### config.mk
export PLATFORM = sky130hd
export DESIGN_NAME = scpm_clock_power_ctrl
export DESIGN_NICKNAME = d
export VERILOG_FILES = /design/src/common/scpm_pkg.sv /design/src/rtl/scpm_clock_power_ctrl.sv
export SDC_FILE = /design/constraint.sdc
export NUM_CORES = 1
export LEC_CHECK = 0
export ABC_AREA = 1
export BUFFER_PORTS_ARGS = -buffer_cell sky130_fd_sc_hd__buf_2
export CORE_ASPECT_RATIO = 1.4
export CORE_MARGIN = 5
export CORE_UTILIZATION = 43
export CTS_CLUSTER_SIZE = 24
export DETAILED_ROUTE_END_ITERATION = 7
export HOLD_SLACK_MARGIN = 0.03
export REMOVE_ABC_BUFFERS = 1
export SETUP_SLACK_MARGIN = 0.4
export SLEW_MARGIN = 20
export SYNTH_ARGS = -nofsm -noshare
export SYNTH_HDL_FRONTEND = slang
export SYNTH_SLANG_ARGS = --single-unit
### constraint.sdc
create_clock -name clk -period 3.5 [get_ports clk]
set_input_delay 0.175 -clock clk [delete_from_list [all_inputs] [get_ports clk]]
set_output_delay 0.175 -clock clk [all_outputs]
set_load 0.02 [all_outputs]
### src/common/scpm_pkg.sv
// Operation
// Two internal RC sources are provided, a fast one at 8MHz and a slow one at 32kHz, needing no external parts.
// The oscillators also feed the watchdog clock and the time-base clock; here only the slow oscillator drives both.
// The system clock is the fast clock, a divided fast clock or the sub clock, per fast_clock_select and slow_clock_divider_select.
// In NORMAL the CPU runs from the fast oscillator divided by 1 to 64 as the select bits say.
// NORMAL takes its clock from the fast oscillator with the CPU running and the sub clock on.
// In SLOW the CPU runs from the slow oscillator and the fast clock is off.
// Moving the system clock from fast to sub stops the fast oscillator, so no fast clocks remain.
// SLEEP0, SLEEP1, IDLE0 and IDLE1 stop the CPU, giving six modes in all.
// Power-down with halt_idle_select low and watchdog off enters SLEEP0 with CPU, system and sub clocks stopped.
// Power-down with halt_idle_select low and watchdog on enters SLEEP1, where only the sub clock keeps running.
// In either SLEEP mode the low-voltage detector is forced off whatever voltage_detect_enable says.
// Power-down with halt_idle_select high and idle_sysclk_keep low enters IDLE0: system clock stopped, sub clock on.
// Power-down with halt_idle_select high and idle_sysclk_keep high enters IDLE1: CPU gated, system and sub clocks on.
// With fast_clock_select low, divider codes 000 and 001 pick the sub clock and 010 to 111 pick fast/64 down to fast/2.
// fast_clock_select high picks the undivided fast clock; low defers to the divider field.
// A clock change takes effect only once the new oscillator is ready and at a boundary of the old clock.
package scpm_pkg;

  // ----------------------------------------------------------------
  // Clock rates
  // ----------------------------------------------------------------
  localparam longint CLK_HZ = 100_000_000;
  localparam longint FAST_HZ = 8_000_000;
  localparam longint SLOW_HZ = 32_000;
  localparam int ACC_W = 16;
  localparam logic [ACC_W-1:0] FAST_INC =
    ACC_W'((FAST_HZ << ACC_W) / CLK_HZ);
  localparam logic [ACC_W-1:0] SLOW_INC =
    ACC_W'((SLOW_HZ << ACC_W) / CLK_HZ);

  // Oscillator start-up counts in clk cycles
  localparam int FAST_START_CYC = 64;
  localparam int SLOW_START_CYC = 256;

  // ----------------------------------------------------------------
  // Register map
  // ----------------------------------------------------------------
  localparam int ADDR_W = 2;
  localparam int DATA_W = 8;
  localparam logic [ADDR_W-1:0] ADDR_MODE = 2'h0;
  localparam logic [ADDR_W-1:0] ADDR_CTRL = 2'h1;
  localparam logic [ADDR_W-1:0] ADDR_LVD = 2'h2;

  localparam int MODE_CKS_LSB = 5;
  localparam int MODE_SLOW_RDY_BIT = 3;
  localparam int MODE_FAST_RDY_BIT = 2;
  localparam int MODE_IDLE_BIT = 1;
  localparam int MODE_HL_BIT = 0;
  localparam int CTRL_KEEP_BIT = 7;
  localparam int LVD_EN_BIT = 0;

  localparam logic [2:0] CKS_RST = 3'h7;
  localparam logic IDLE_RST = 1'h1;
  localparam logic HL_RST = 1'h0;
  localparam logic KEEP_RST = 1'h0;
  localparam logic LVD_RST = 1'h0;

  // Divider codes: up to CKS_SUB_MAX is the sub clock, CKS_DIV64 is /64
  localparam logic [2:0] CKS_SUB_MAX = 3'h1;
  localparam logic [2:0] CKS_DIV64 = 3'h2;

  // ----------------------------------------------------------------
  // Operating modes
  // ----------------------------------------------------------------
  typedef enum logic [5:0] {
    MODE_NORMAL = 6'h01,
    MODE_SLOW = 6'h02,
    MODE_IDLE0 = 6'h04,
    MODE_IDLE1 = 6'h08,
    MODE_SLEEP0 = 6'h10,
    MODE_SLEEP1 = 6'h20
  } scpm_mode_t;

endpackage

### src/rtl/scpm_clock_power_ctrl.sv
// The register offsets and the address-and-strobe port were left to the implementer.
`timescale 1ns/1ps
module scpm_clock_power_ctrl #(
  parameter int FAST_START_CYC = scpm_pkg::FAST_START_CYC,
  parameter int SLOW_START_CYC = scpm_pkg::SLOW_START_CYC
) (
  // Clock and reset
  input wire logic clk,
  input wire logic reset,
  // Register port
  input wire logic [scpm_pkg::ADDR_W-1:0] addr,
  input wire logic [scpm_pkg::DATA_W-1:0] wdata,
  input wire logic wr_en,
  input wire logic rd_en,
  output logic [scpm_pkg::DATA_W-1:0] rdata,
  // Core requests
  input wire logic halt_req,
  input wire logic wake_req,
  input wire logic wdt_enable,
  // Clock enables to consumers
  output logic core_clock_en,
  output logic cpu_clock_en,
  output logic fast_clock_en,
  output logic sub_clock_en,
  output logic wdt_clock_en,
  output logic timebase_clock_en,
  // Status
  output logic fast_osc_on,
  output logic slow_osc_on,
  output logic lvd_active,
  output scpm_pkg::scpm_mode_t mode_state
);

  // ----------------------------------------------------------------
  // Elaboration checks
  // ----------------------------------------------------------------
  initial begin
    if (FAST_START_CYC < 1 || FAST_START_CYC > 65535) begin
      $error("FAST_START_CYC out of range");
    end
    if (SLOW_START_CYC < 1 || SLOW_START_CYC > 65535) begin
      $error("SLOW_START_CYC out of range");
    end
  end

  localparam logic [15:0] FAST_START = 16'(FAST_START_CYC);
  localparam logic [15:0] SLOW_START = 16'(SLOW_START_CYC);

  // ----------------------------------------------------------------
  // Declarations
  // ----------------------------------------------------------------
  logic [2:0] slow_clock_divider_select;
  logic halt_idle_select;
  logic fast_clock_select;
  logic idle_sysclk_keep;
  logic voltage_detect_enable;
  logic [2:0] active_cks;
  logic active_hl;
  logic [15:0] fast_cnt;
  logic [15:0] slow_cnt;
  logic [scpm_pkg::ACC_W-1:0] fast_acc;
  logic [scpm_pkg::ACC_W-1:0] slow_acc;
  logic fast_tick;
  logic slow_tick;
  logic [5:0] div_cnt;
  logic fast_ready;
  logic slow_ready;
  logic target_fast;
  logic active_fast;
  logic src_tick;
  logic switch_ok;
  logic run_mode;
  logic sys_on;
  logic sleep_mode;
  logic next_fast_on;
  logic next_slow_on;
  scpm_pkg::scpm_mode_t next_mode;

  // Divided fast tick: high when the low bits of the count wrap
  function automatic logic div_hit(input logic [5:0] cnt,
                                   input logic [2:0] code);
    logic [5:0] mask;
    mask = 6'h3F >> (code - scpm_pkg::CKS_DIV64);
    return (cnt & mask) == mask;
  endfunction

  function automatic logic is_fast(input logic hl, input logic [2:0] cks);
    return hl || (cks > scpm_pkg::CKS_SUB_MAX);
  endfunction

  // ----------------------------------------------------------------
  // Register port
  // ----------------------------------------------------------------
  always_ff @(posedge clk or posedge reset) begin
    if (reset) begin
      slow_clock_divider_select <= scpm_pkg::CKS_RST;
      halt_idle_select <= scpm_pkg::IDLE_RST;
      fast_clock_select <= scpm_pkg::HL_RST;
      idle_sysclk_keep <= scpm_pkg::KEEP_RST;
      voltage_detect_enable <= scpm_pkg::LVD_RST;
    end else if (wr_en) begin
      unique case (addr)
        scpm_pkg::ADDR_MODE: begin
          slow_clock_divider_select <=
            wdata[scpm_pkg::MODE_CKS_LSB +: 3];
          halt_idle_select <= wdata[scpm_pkg::MODE_IDLE_BIT];
          fast_clock_select <= wdata[scpm_pkg::MODE_HL_BIT];
        end
        scpm_pkg::ADDR_CTRL: begin
          idle_sysclk_keep <= wdata[scpm_pkg::CTRL_KEEP_BIT];
        end
        scpm_pkg::ADDR_LVD: begin
          voltage_detect_enable <= wdata[scpm_pkg::LVD_EN_BIT];
        end
        default: begin
        end
      endcase
    end
  end

  // Read data stands for one cycle only; unmapped reads give zero
  always_ff @(posedge clk or posedge reset) begin
    if (reset) begin
      rdata <= '0;
    end else if (rd_en) begin
      rdata <= '0;
      unique case (addr)
        scpm_pkg::ADDR_MODE: begin
          rdata[scpm_pkg::MODE_CKS_LSB +: 3] <= slow_clock_divider_select;
          rdata[scpm_pkg::MODE_SLOW_RDY_BIT] <= slow_ready;
          rdata[scpm_pkg::MODE_FAST_RDY_BIT] <= fast_ready;
          rdata[scpm_pkg::MODE_IDLE_BIT] <= halt_idle_select;
          rdata[scpm_pkg::MODE_HL_BIT] <= fast_clock_select;
        end
        scpm_pkg::ADDR_CTRL: begin
          rdata[scpm_pkg::CTRL_KEEP_BIT] <= idle_sysclk_keep;
        end
        scpm_pkg::ADDR_LVD: begin
          rdata[scpm_pkg::LVD_EN_BIT] <= voltage_detect_enable;
        end
        default: begin
        end
      endcase
    end else begin
      rdata <= '0;
    end
  end

  // ----------------------------------------------------------------
  // Oscillator models
  // ----------------------------------------------------------------
  // Each source is a phase accumulator ticking at its nominal rate
  // after a start-up count; a stopped source gives no ticks at all.
  assign fast_ready = fast_osc_on && (fast_cnt == FAST_START);
  assign slow_ready = slow_osc_on && (slow_cnt == SLOW_START);

  always_ff @(posedge clk or posedge reset) begin
    if (reset) begin
      fast_osc_on <= 1'b0;
      fast_cnt <= '0;
      fast_acc <= '0;
      fast_tick <= 1'b0;
    end else begin
      fast_osc_on <= next_fast_on;
      if (!fast_osc_on) begin
        fast_cnt <= '0;
      end else if (fast_cnt != FAST_START) begin
        fast_cnt <= fast_cnt + 16'h0001;
      end
      if (fast_ready) begin
        {fast_tick, fast_acc} <= {1'b0, fast_acc} +
                                 {1'b0, scpm_pkg::FAST_INC};
      end else begin
        fast_tick <= 1'b0;
      end
    end
  end

  always_ff @(posedge clk or posedge reset) begin
    if (reset) begin
      slow_osc_on <= 1'b0;
      slow_cnt <= '0;
      slow_acc <= '0;
      slow_tick <= 1'b0;
    end else begin
      slow_osc_on <= next_slow_on;
      if (!slow_osc_on) begin
        slow_cnt <= '0;
      end else if (slow_cnt != SLOW_START) begin
        slow_cnt <= slow_cnt + 16'h0001;
      end
      if (slow_ready) begin
        {slow_tick, slow_acc} <= {1'b0, slow_acc} +
                                 {1'b0, scpm_pkg::SLOW_INC};
      end else begin
        slow_tick <= 1'b0;
      end
    end
  end

  // ----------------------------------------------------------------
  // System clock selection
  // ----------------------------------------------------------------
  assign target_fast = is_fast(fast_clock_select,
                               slow_clock_divider_select);
  assign active_fast = is_fast(active_hl, active_cks);

  always_comb begin
    if (active_hl) begin
      src_tick = fast_tick;
    end else if (active_fast) begin
      src_tick = fast_tick && div_hit(div_cnt, active_cks);
    end else begin
      src_tick = slow_tick;
    end
  end

  // A new setting waits for its source to be ready and for the edge
  // that ends the current period, so no period is ever cut short.
  always_comb begin
    switch_ok = (fast_clock_select != active_hl) ||
                (slow_clock_divider_select != active_cks);
    if (!(target_fast ? fast_ready : slow_ready)) begin
      switch_ok = 1'b0;
    end
    if ((active_fast ? fast_ready : slow_ready) && !src_tick) begin
      switch_ok = 1'b0;
    end
  end

  always_ff @(posedge clk or posedge reset) begin
    if (reset) begin
      active_hl <= scpm_pkg::HL_RST;
      active_cks <= scpm_pkg::CKS_RST;
      div_cnt <= '0;
    end else begin
      if (switch_ok) begin
        active_hl <= fast_clock_select;
        active_cks <= slow_clock_divider_select;
        div_cnt <= '0;
      end else if (fast_tick) begin
        div_cnt <= div_cnt + 6'h01;
      end
    end
  end

  // ----------------------------------------------------------------
  // Operating mode sequencer
  // ----------------------------------------------------------------
  assign run_mode = (mode_state == scpm_pkg::MODE_NORMAL) ||
                    (mode_state == scpm_pkg::MODE_SLOW);
  assign sys_on = run_mode || (mode_state == scpm_pkg::MODE_IDLE1);
  assign sleep_mode = (mode_state == scpm_pkg::MODE_SLEEP0) ||
                      (mode_state == scpm_pkg::MODE_SLEEP1);

  always_comb begin
    next_mode = mode_state;
    unique case (mode_state)
      scpm_pkg::MODE_NORMAL, scpm_pkg::MODE_SLOW: begin
        if (halt_req) begin
          if (!halt_idle_select) begin
            next_mode = wdt_enable ? scpm_pkg::MODE_SLEEP1
                                   : scpm_pkg::MODE_SLEEP0;
          end else begin
            next_mode = idle_sysclk_keep ? scpm_pkg::MODE_IDLE1
                                         : scpm_pkg::MODE_IDLE0;
          end
        end else begin
          next_mode = active_fast ? scpm_pkg::MODE_NORMAL
                                  : scpm_pkg::MODE_SLOW;
        end
      end
      scpm_pkg::MODE_IDLE0, scpm_pkg::MODE_IDLE1,
      scpm_pkg::MODE_SLEEP0, scpm_pkg::MODE_SLEEP1: begin
        if (wake_req) begin
          next_mode = active_fast ? scpm_pkg::MODE_NORMAL
                                  : scpm_pkg::MODE_SLOW;
        end
      end
      default: begin
        next_mode = scpm_pkg::MODE_NORMAL;
      end
    endcase
  end

  always_ff @(posedge clk or posedge reset) begin
    if (reset) begin
      mode_state <= scpm_pkg::MODE_NORMAL;
    end else begin
      mode_state <= next_mode;
    end
  end

  // Oscillator run requests. While a switch is pending the old source
  // is kept alive so the hand-over edge can still arrive.
  always_comb begin
    if (run_mode) begin
      next_fast_on = target_fast || active_fast;
    end else begin
      next_fast_on = (mode_state == scpm_pkg::MODE_IDLE1) &&
                     active_fast;
    end
    unique case (mode_state)
      scpm_pkg::MODE_SLEEP0: next_slow_on = 1'b0;
      scpm_pkg::MODE_SLEEP1: next_slow_on = wdt_enable;
      default: next_slow_on = 1'b1;
    endcase
  end

  // ----------------------------------------------------------------
  // Clock enables and status outputs
  // ----------------------------------------------------------------
  always_ff @(posedge clk or posedge reset) begin
    if (reset) begin
      core_clock_en <= 1'b0;
      cpu_clock_en <= 1'b0;
      fast_clock_en <= 1'b0;
      sub_clock_en <= 1'b0;
      wdt_clock_en <= 1'b0;
      timebase_clock_en <= 1'b0;
      lvd_active <= 1'b0;
    end else begin
      core_clock_en <= src_tick && sys_on;
      cpu_clock_en <= src_tick && run_mode;
      fast_clock_en <= fast_tick;
      sub_clock_en <= slow_tick;
      wdt_clock_en <= slow_tick && wdt_enable;
      timebase_clock_en <= slow_tick;
      lvd_active <= voltage_detect_enable && !sleep_mode;
    end
  end

endmodule

==> flow_metrics.env, run 1 <==
export IMPL_arrival_ns=2.15
export IMPL_syn_area_um2=5150
export IMPL_clock_tree_root_cell="clkbuf_16"
export IMPL_synth_compound_area_share_pct=7.87
export IMPL_detail_route_antenna_nets=0
export IMPL_ys_flop_type="dfrtp_1"
export IMPL_reg2reg_depth=12
export IMPL_die_h_um=139
export IMPL_synthTopCellsByArea="dfrtp_1 (45%), nand2_1 (8.5%), inv_1 (6.3%)"
export IMPL_antenna_found_initial=0
export IMPL_cp_depth=12
export IMPL_vias=4060
export IMPL_tightest_slew_ns=0.570
export IMPL_fin_crit_ns=1.88
export IMPL_drive_gt1_share_pct=14.2
export IMPL_slew_headroom_pct=62.0
export IMPL_slew_viol_final=0
export IMPL_clk_latency_ns=0.34
export IMPL_ys_types=46
export IMPL_ir_drop_mv=0.325
export IMPL_postCtsSetupBuffers=0
export IMPL_hold_violations=0
export IMPL_min_delay_path_class="in2reg"
export IMPL_crit_chain="inv_1, ha_1, inv_1, o21ai_0, nand3_1, nand3_1, nand2_1, inv_1, nand2_4, nand2_4, inv_4, nor2_2"
export IMPL_start_util_pct=43.8
export IMPL_path_max_fanout=6
export IMPL_place_area_um2=5490
export IMPL_worstSetupEndpoint="div_cnt[1]$_DFFE_PP0P_"
export IMPL_grt_pass1_vias=4229
export IMPL_cp_startpoint="active_cks[1]$_DFFE_PP1P_"
export IMPL_first_iter_violations=109
export IMPL_dr_pass1_iters=4
export IMPL_hpwl_mm=7.82
export IMPL_pin_count=40
export IMPL_grt_start_max_net_pins=43
export IMPL_syn_avg_cell_area_um2=8.30
export IMPL_die_area_um2=14300
export IMPL_worstReg2RegStart="active_cks[1]$_DFFE_PP1P_"
export IMPL_ys_warn_count=0
export IMPL_num_antenna_cells=0
export IMPL_synth_async_reset_ratio_pct=100
export IMPL_r2r_end="div_cnt[1]$_DFFE_PP0P_"
export IMPL_synth_area_leader_cell="dfrtp_1"
export IMPL_rsz0062_at_grt="no"
export IMPL_grt_pass1_wl_mm=18.7
export IMPL_grtUsageTotal_pct=16.1
export IMPL_cp_start_kind="register"
export IMPL_drv_cap=0
export IMPL_vias_per_cell=4.99
export IMPL_wire_per_inst_um=12.9
export IMPL_totalWireLength_mm=10.5
export IMPL_skew_ns=0.00719
export IMPL_portBuffers=35
export IMPL_clock_sinks=101
export IMPL_path_buf_inv=4
export IMPL_status="finished, final reports clean"
export IMPL_synth_fa_ha_area_share_pct=2.19
export IMPL_synth_xor_xnor_area_share_pct=5.78
export IMPL_cts_clk_slew_worst_paths_ns=0.07
export IMPL_final_area_um2=5780
export IMPL_power_density_nw_per_um2=549
export IMPL_max_freq_mhz=533
export IMPL_slowest_delay_ns=0.58
export IMPL_syn2layout_area_growth_pct=12.3
export IMPL_dp_cells=797
export IMPL_gp_congestion=0.846
export IMPL_final_nets=688
export IMPL_cp_common_cell="inv_1"
export IMPL_p_leak_nw=2.86
export IMPL_synth_top_family_by_area="simple AND/OR/NAND/NOR gates"
export IMPL_cts_path_max_buffers=2
export IMPL_rows=47
export IMPL_synth_edf_count=0
export IMPL_stdcell_count=814
export IMPL_cp_required_ns=3.78
export IMPL_yosys_area_share_simple_pct=26.6
export IMPL_cts_buffers=9
export IMPL_ys_seq_elements=101
export IMPL_drc_errors=0
export IMPL_seq_area_frac_synth_pct=49.3
export IMPL_path_class="reg2reg"
export IMPL_cts_max_level=3
export IMPL_die_x_um=102
export IMPL_coreArea_um2=11800
export IMPL_fin_setup_tns_ns=0
export IMPL_synthCells=620
export IMPL_grt_ovfl_total=0
export IMPL_period_share_pct=53.6
export IMPL_cts_tree="done"
export IMPL_critical_path_top_delay_family="flip-flops"
export IMPL_critPathSlowestCell="dfstp_2"
export IMPL_synth_top_area_share_pct=45.2
export IMPL_finalSetupViolCount=0
export IMPL_muxShareOfSynthArea_pct=0.194
export IMPL_crit_path_end_kind="register"
export IMPL_rrSetupSlack_ns=1.62
==> where the power goes <==
group          switching [mW]  internal, mW  leakage (nW)
registers               0.153          1.31          1.35
logic                   0.477         0.266          1.36
clock network           0.441         0.523         0.146
==> timing repair <==
item | CTS | global route
endpoints found under the hold margin | 39 | 0
resized for setup | 0 | 0
hold buffers | 1 | 0
==> worst register-to-register path, stage by stage, from the launching register on <==
cell and delay, ns:
dfstp_2 0.58, inv_1 0.07, ha_1 0.30, inv_1 0.04, o21ai_0 0.14, nand3_1 0.09
nand3_1 0.09, nand2_1 0.05, inv_1 0.12, nand2_4 0.09, nand2_4 0.10, inv_4 0.07
nor2_2 0.07
==> per-layer routing <==
metal  track usage, %  part of all wire, %  vias up
li1                 -                    -     2074
met2             27.1                   51       38
met1             19.8                   44     1934
met5                0                    0        -
met3             3.96                  3.2       14
met4             5.67                  1.7        0
==> logic make-up (layout without fill, tap and decap cells) <==
logic type | Yosys count | in the layout
simple gates | 295 | 295
fa+ha+maj | 9 | 9
compound gates | 74 | 74
flops | 101 | 101
mux | 1 | 1
buf+inv | 105 | 152
xor+xnor | 34 | 34
other cells | 1 | 1
==> cell type report <==
type | count | area, um2
clock buffers | 11 | 253
clock inverters | 5 | 32.5
fillers | 1158 | 5980
inverters | 98 | 374
multi-input cells | 414 | 2200
flip-flops and latches | 101 | 2540
well taps | 147 | 184
repair buffers | 38 | 200
==> synthesized netlist by cell type (4+ instances only) <==
master   instances
nand3_1         51
o21ai_1          6
ha_1             9
nor3_1          15
xnor2_1         11
a21oi_1         27
nor2_1          65
nand4_1         17
a31oi_1          4
dfrtp_1         93
xor2_1          23
nor2_2          10
inv_1           86
dfstp_2          8
nand2_1        116
o21ai_0         27
inv_2            8
==> placed cells by master, fill, tap and decap left out, types with 2 or more instances in the layout <==
master and instances:
o21a_1 3, nand3_1 51, clkbuf_16 9, ha_1 9, a31oi_1 4, buf_2 35
inv_1 85, inv_6 2, buf_4 2, nor3_1 15, o21ai_0 27, inv_4 2
nand4_1 17, nor2_2 10, o21ai_1 6, nor2_1 65, nand2_2 2, nor4_1 3
o22ai_1 2, clkinv_1 2, clkinv_2 4, nand2_4 2, inv_2 8, xor2_1 23
nand2_1 116, dfstp_2 8, xnor2_1 11, dfrtp_1 93, a21oi_1 27, nor2_4 3
nor3b_2 2, clkbuf_8 2
==> stage by stage <==
step | util [%] | hold WS (ns) | power, mW | worst slack [ns]
after floorplan | - | 0.275 | 2.03 | 0.691
after global placement | 46.6 | 0.249 | 2.21 | 1.66
after detailed placement | 46.6 | 0.264 | 2.24 | 1.62
after CTS | 49.2 | 0.0495 | 3.22 | 1.60
after global routing | 49.2 | 0.0586 | 3.39 | 1.44
final | 49.2 | 0.0661 | 3.17 | 1.62
==> state kept, by name, indices dropped and copies added (netlist names) <==
name,cells
fast_clock_select,1
slow_tick,1
fast_tick,1
active_hl,1
fast_cnt,16
fast_acc,15
voltage_detect_enable,1
rdata,7
active_cks,3
slow_osc_on,1
cpu_clock_en,1
timebase_clock_en,1
fast_clock_en,1
idle_sysclk_keep,1
div_cnt,6
slow_clock_divider_select,3
halt_idle_select,1
slow_acc,14
mode_state,6
core_clock_en,1
wdt_clock_en,1
lvd_active,1
fast_osc_on,1
slow_cnt,16
==> worst min-delay path by stage <==
stage	start	to	slack (ns)	cells after the start
after global placement	reset	wdt_clock_en$_DFF_PP0_	0.25	2
final	wdata[5]	slow_clock_divider_select[0]$_DFFE_PP1P_	0.07	3
after CTS	rd_en	rdata[0]$_DFF_PP0_	0.05	3
after floorplan	wdt_enable	wdt_clock_en$_DFF_PP0_	0.27	2
after global routing	wdata[5]	slow_clock_divider_select[0]$_DFFE_PP1P_	0.06	3
after detailed placement	reset	wdt_clock_en$_DFF_PP0_	0.26	2
Power figures use the tool's default switching activity.
==> run 2, diff against run 1 <==
--- a/config.mk
+++ b/config.mk
@@ -5,7 +5,7 @@
 export SDC_FILE = /design/constraint.sdc
 export NUM_CORES = 1
 export LEC_CHECK = 0
-export ABC_AREA = 1
+export ABC_AREA = 0
 export BUFFER_PORTS_ARGS = -buffer_cell sky130_fd_sc_hd__buf_2
 export CORE_ASPECT_RATIO = 1.4
 export CORE_MARGIN = 5
==> constraint.sdc (replaced) <==
create_clock -name clk -period 1.8 [get_ports clk]
set_input_delay 0.09 -clock clk [delete_from_list [all_inputs] [get_ports clk]]
set_output_delay 0.09 -clock clk [all_outputs]
set_load 0.02 [all_outputs]
==> flow_metrics.env, run 2 <==
export IMPL_cts_tree="done"
export IMPL_die_area_um2=14000
export IMPL_tightest_slew_ns=0.538
export IMPL_ys_seq_elements=101
export IMPL_dp_cells=715
export IMPL_synth_async_reset_ratio_pct=100
export IMPL_ys_flop_type="dfrtp_1"
export IMPL_vias_per_cell=5.17
export IMPL_stdcell_count=768
export IMPL_ir_drop_mv=0.719
export IMPL_cts_path_max_buffers=2
export IMPL_final_nets=645
export IMPL_final_common_cell="dfrtp_1"
export IMPL_grtUsageTotal_pct=17.0
export IMPL_gp_congestion=0.796
export IMPL_biggestRegsByFlops="fast_cnt (16), slow_cnt (16), fast_acc (15)"
export IMPL_final_area_um2=7270
export IMPL_hpwl_mm=7.65
export IMPL_crit_chain="buf_6, or3b_4, a21oi_4, mux2i_1, o211ai_2, a32o_2, mux2_4"
export IMPL_vias=3969
export IMPL_period_share_pct=118
export IMPL_slew_viol_final=0
export IMPL_clk_latency_ns=0.34
export IMPL_portBuffers=35
export IMPL_start_util_pct=44.3
export IMPL_drc_errors=0
export IMPL_min_delay_path_class="in2reg"
export IMPL_syn_avg_cell_area_um2=10.6
export IMPL_cp_required_ns=2.06
export IMPL_totalWireLength_mm=11.7
export IMPL_dr_pass1_iters=7
export IMPL_first_iter_violations=101
export IMPL_cp_start_kind="register"
export IMPL_die_h_um=138
export IMPL_synthCells=478
export IMPL_cts_max_level=3
export IMPL_clock_sinks=101
export IMPL_synth_common_cells="dfrtp_1 (93), nor2_1 (59), nand2_1 (39), xnor2_1 (34), xor2_1 (30)"
export IMPL_synthTopCellsByArea="dfrtp_1 (46%), xnor2_1 (5.9%), xor2_1 (5.2%)"
export IMPL_path_max_fanout=5
export IMPL_pwr_share_comb_pct=31.6
export IMPL_p_int_mw=4.76
export IMPL_drive_gt1_share_pct=47.8
export IMPL_grt_start_max_net_pins=44
export IMPL_wire_per_inst_um=15.2
export IMPL_ys_warn_count=0
export IMPL_rows=46
export IMPL_grt_pass1_vias=4140
export IMPL_synth_edf_count=0
export IMPL_crit_path_end_kind="register"
export IMPL_violations="setup timing"
export IMPL_num_antenna_cells=0
export IMPL_swShare_pct=30.8
export IMPL_finalSetupViolCount=32
export IMPL_p_leak_nw=3.27
export IMPL_seq_area_frac_synth_pct=50.3
export IMPL_slew_headroom_pct=64.0
export IMPL_ys_types=58
export IMPL_die_x_um=102
export IMPL_rsz0062_at_grt="yes"
export IMPL_arrival_ns=2.38
export IMPL_cts_buffers=9
export IMPL_status="complete, but fails checks"
export IMPL_grt_ovfl_total=0
export IMPL_power_density_nw_per_um2=946
export IMPL_skew_ns=0.00904
export IMPL_critPathSlowestCell="or3b_4"
export IMPL_clock_power_share_pct=28.3
export IMPL_coreArea_um2=11400
export IMPL_pin_count=40
export IMPL_slowest_delay_ns=0.43
export IMPL_syn_area_um2=5050
export IMPL_antenna_found_initial=0
export IMPL_p_sw_mw=2.12
export IMPL_drv_cap=0
export IMPL_hold_violations=0
export IMPL_max_freq_mhz=472
export IMPL_fin_crit_ns=2.12
export IMPL_fin_ws_ns=-0.317
export IMPL_cts_clk_slew_worst_paths_ns=0.07
export IMPL_synth_area_leader_cell="dfrtp_1"
export IMPL_final_cell_mix="dfrtp_1 (84), buf_4 (59), nor2_1 (43)"
export IMPL_synth_most_common_cell="dfrtp_1"
export IMPL_syn2layout_area_growth_pct=43.9
export IMPL_detail_route_antenna_nets=0
export IMPL_synth_top_area_share_pct=46.1
export IMPL_p_seq_share_pct=40.2
export IMPL_path_class="reg2reg"
export IMPL_clock_tree_root_cell="clkbuf_16"
export IMPL_place_area_um2=5890
export IMPL_grt_pass1_wl_mm=19.5
[run 2: path summary, 6_finish.rpt]
check	startpoint	endpoint	slack, ns	cells after the start
hold reg to reg	slow_acc[9]$_DFFE_PP0P_	slow_acc[9]$_DFFE_PP0P_	0.47	1
min in group asynchronous	reset	slow_cnt[7]$_DFFE_PP0N_	0.28	3
setup reg to reg	active_cks[1]$_DFFE_PP1P_	active_cks[0]$_DFFE_PP1P_	-0.32	7
hold / removal	addr[1]	rdata[7]$_DFF_PP0_	0.12	3
max in group asynchronous	reset	active_cks[1]$_DFFE_PP1P_	0.80	4
setup / recovery	active_cks[1]$_DFFE_PP1P_	active_cks[0]$_DFFE_PP1P_	-0.32	7
[run 2: cells by family (layout without fill, tap and decap cells)]
| logic type | count (synthesis) | in the layout | synth area share [%] |
|---|---|---|---|
| buffers and inverters | 30 | 176 | 2.55 |
| muxes | 14 | 14 | 3.05 |
| adders and majority gates | 9 | 9 | 2.23 |
| other | 1 | 1 | 0.0743 |
| and+or+nand+nor | 208 | 208 | 23.3 |
| AOI/OAI and AO/OA | 51 | 51 | 7.41 |
| xor gates and xnor gates | 64 | 64 | 11.1 |
| DFF | 101 | 101 | 50.3 |
[run 2: timing repair]
action / in CTS / in global routing
hold buffers: 12 / 0
setup buffers: 18 / 7
endpoints found under the setup margin: 76 / 80
endpoints found under the hold margin: 36 / 0
pin swaps: 53 / 27
gates resized for setup: 119 / 70
cloned: 0 / 0
[run 2: stage by stage]
stage	setup TNS, ns	power [mW]	hold slack, ns	util [%]	worst slack [ns]
2_1_floorplan	-90.57	3.61	0.160	-	-0.924
3_3_place_gp	-6.09	4.20	0.103	51.7	-0.329
3_5_place_dp	-8.38	4.23	0.105	51.7	-0.403
4_1_cts	-3.63	6.66	0.106	60.8	-0.295
5_1_grt	-7.99	7.25	0.120	63.8	-0.420
6_report	-4.45	6.87	0.118	63.8	-0.317
[run 2: critical path: cells and delay by family (launching register included)]
kind	cells	cell delay, ns
compound gates	3	0.57
mux	2	0.54
simple gates	1	0.43
flops	1	0.38
buf+inv	1	0.13
[run 2: power by group through the flow]
stage	logic, mW	registers, mW	clock network, mW
after global placement	1.45	2.74	0
after global routing	2.36	2.79	2.10
after detailed placement	1.48	2.75	0
final	2.17	2.76	1.94
after floorplan	0.774	2.83	0
after CTS	1.95	2.74	1.98
[run 2: final cells by class]
cell class,count,area (um2)
repair buffers,143,1170
flip-flops and latches,101,2550
clock buffers,12,246
fillers,858,4130
well taps,144,180
inverters,17,66.3
clock inverters,4,47.5
multi-input cells,347,3010
[run 2: per-layer routing]
metal / vias to the layer above / global-route usage (%) / part of all wire (%)
li1: 1918 / - / -
met1: 1973 / 21.5 / 42
met2: 62 / 29.2 / 54
met3: 16 / 3.17 / 2.9
met4: 0 / 4.97 / 1.4
met5: - / 0 / 0
==> run 3, diff against run 2 <==
--- a/config.mk
+++ b/config.mk
@@ -10,6 +10,7 @@
 export CORE_ASPECT_RATIO = 1.4
 export CORE_MARGIN = 5
 export CORE_UTILIZATION = 43
+export CTS_BUF_LIST = sky130_fd_sc_hd__clkbuf_8
 export CTS_CLUSTER_SIZE = 24
 export DETAILED_ROUTE_END_ITERATION = 7
 export HOLD_SLACK_MARGIN = 0.03
==> flow_metrics.env, run 3 (same netlist as run 2, synthesis figures left out) <==
export IMPL_cts_path_max_buffers=2
export IMPL_fin_crit_ns=2.12
export IMPL_post_route_util_pct=62.4
export IMPL_final_common_cell="dfrtp_1"
export IMPL_pin_count=40
export IMPL_met1_length_mm=4.99
export IMPL_final_cell_mix="dfrtp_1 (85), buf_4 (71), nor2_1 (43)"
export IMPL_reg2reg_depth=6
export IMPL_top_layer="met4"
export IMPL_fillers=893
export IMPL_totalWireLength_mm=11.7
export IMPL_drive_gt1_share_pct=46.5
export IMPL_biggestRegsByFlops="fast_cnt (16), slow_cnt (16), fast_acc (15)"
export IMPL_drc_errors=0
export IMPL_preCtsSetupSlack_ns=-0.403
export IMPL_drv_cap=0
export IMPL_syn2layout_area_growth_pct=40.8
export IMPL_finalSetupViolCount=36
export IMPL_max_freq_mhz=471
export IMPL_multi_input_area_um2=2930
export IMPL_rsz0062_at_grt="yes"
export IMPL_ir_drop_mv=0.587
export IMPL_skew_ns=0.0122
export IMPL_clock_sinks=101
export IMPL_tightest_slew_ns=0.539
export IMPL_arrival_ns=2.42
export IMPL_grtUsageTotal_pct=16.8
export IMPL_hold_violations=0
export IMPL_grt_pass1_vias=4099
export IMPL_period_share_pct=118
export IMPL_slew_viol_final=0
export IMPL_min_delay_path_class="in2reg"
export IMPL_vias_per_cell=5.14
export IMPL_slew_headroom_pct=63.9
export IMPL_dr_pass1_iters=4
export IMPL_final_nets=651
export IMPL_die_h_um=138
export IMPL_coreArea_um2=11400
export IMPL_grt_pass1_wl_mm=19.3
export IMPL_dr_wl_met3_um=338
export IMPL_p_leak_nw=3.22
export IMPL_cts_tree="done"
export IMPL_ff_latch_area_um2=2550
export IMPL_status="complete, but fails checks"
export IMPL_wire_per_inst_um=15.1
export IMPL_cts_max_level=3
export IMPL_die_x_um=102
export IMPL_num_antenna_cells=0
export IMPL_die_area_um2=14000
export IMPL_portBuffers=35
export IMPL_grt_start_max_net_pins=44
export IMPL_clk_latency_ns=0.37
export IMPL_routed_wl_met2_mm=6.22
export IMPL_cts_clk_slew_worst_paths_ns=0.09
export IMPL_hpwl_mm=7.65
export IMPL_rows=46
export IMPL_cp_start_kind="register"
export IMPL_violations="setup timing"
export IMPL_path_max_fanout=5
export IMPL_grt_ovfl_total=0
export IMPL_cp_required_ns=2.10
export IMPL_first_iter_violations=141
export IMPL_vias=3977
export IMPL_power_density_nw_per_um2=895
export IMPL_crit_path_end_kind="register"
export IMPL_clock_tree_root_cell="clkbuf_8"
export IMPL_start_util_pct=44.3
export IMPL_holdPathStages=3
export IMPL_path_class="reg2reg"
export IMPL_antenna_found_initial=0
export IMPL_cts_buffers=9
export IMPL_fin_ws_ns=-0.325
export IMPL_detail_route_antenna_nets=0
export IMPL_gp_congestion=0.796
run 3: area by class of cell:
class                           instances  share of cell area [%]
Tap cell                              144                    2.53
Multi-Input combinational cell        347                    41.3
Clock inverter                          6                   0.775
Timing Repair Buffer                  149                    16.7
Inverter                               17                   0.933
Sequential cell                       101                    35.8
Clock buffer                           10                    1.94
run 3: path summary, 6_finish.rpt:
check                                               start                            to  slack, ns
worst max register to register  active_cks[0]$_DFFE_PP1P_     active_cks[0]$_DFFE_PP1P_      -0.32
worst min-delay path                              addr[1]            rdata[7]$_DFF_PP0_       0.08
max in group asynchronous                           reset  halt_idle_select$_DFFE_PP1P_       0.85
min in group asynchronous                           reset       slow_cnt[8]$_DFFE_PP0N_       0.24
worst max-delay path            active_cks[0]$_DFFE_PP1P_     active_cks[0]$_DFFE_PP1P_      -0.32
worst min register to register    slow_acc[9]$_DFFE_PP0P_       slow_acc[9]$_DFFE_PP0P_       0.47
run 3: timing repair:
action                                  in CTS  in global routing
gates resized for setup                    108                 57
gates cloned                                 0                  0
hold buffers                                12                  0
endpoints found under the setup margin      76                 78
pin swaps                                   55                 44
setup buffers                               16                 15
endpoints found under the hold margin       47                  0
run 3: critical path: stages (launching register included):
cell      delay [ns]
dfstp_2         0.54
or3b_4          0.41
a21oi_4         0.15
mux2i_1         0.22
o211ai_2        0.10
a32o_2          0.34
mux2_4          0.31
run 3: per-layer routing:
metal / global-route usage (%) / vias to the layer above
li1: - / 1918
met1: 21.2 / 1991
met2: 28.7 / 53
met3: 3.12 / 15
met4: 5.46 / 0
met5: 0 / -
run 3: report_power, final:
part / internal, mW / switching, mW
Combinational: 1.14 / 1.03
Sequential: 2.51 / 0.231
Clock: 0.668 / 0.787
run 3: through the flow:
stage                     setup TNS (ns)  hold WS (ns)  std cells  power [mW]  cell area [um2]
final                              -5.19        0.0830        774        6.36             7110
after global routing               -8.79        0.0784        774        6.73             7110
after CTS                          -4.48        0.0669        759        6.13             6750
after detailed placement           -8.38         0.105        715        4.23             5890
after global placement             -6.09         0.103        715        4.20             5890
after floorplan                   -90.57         0.160        465        3.61             4980
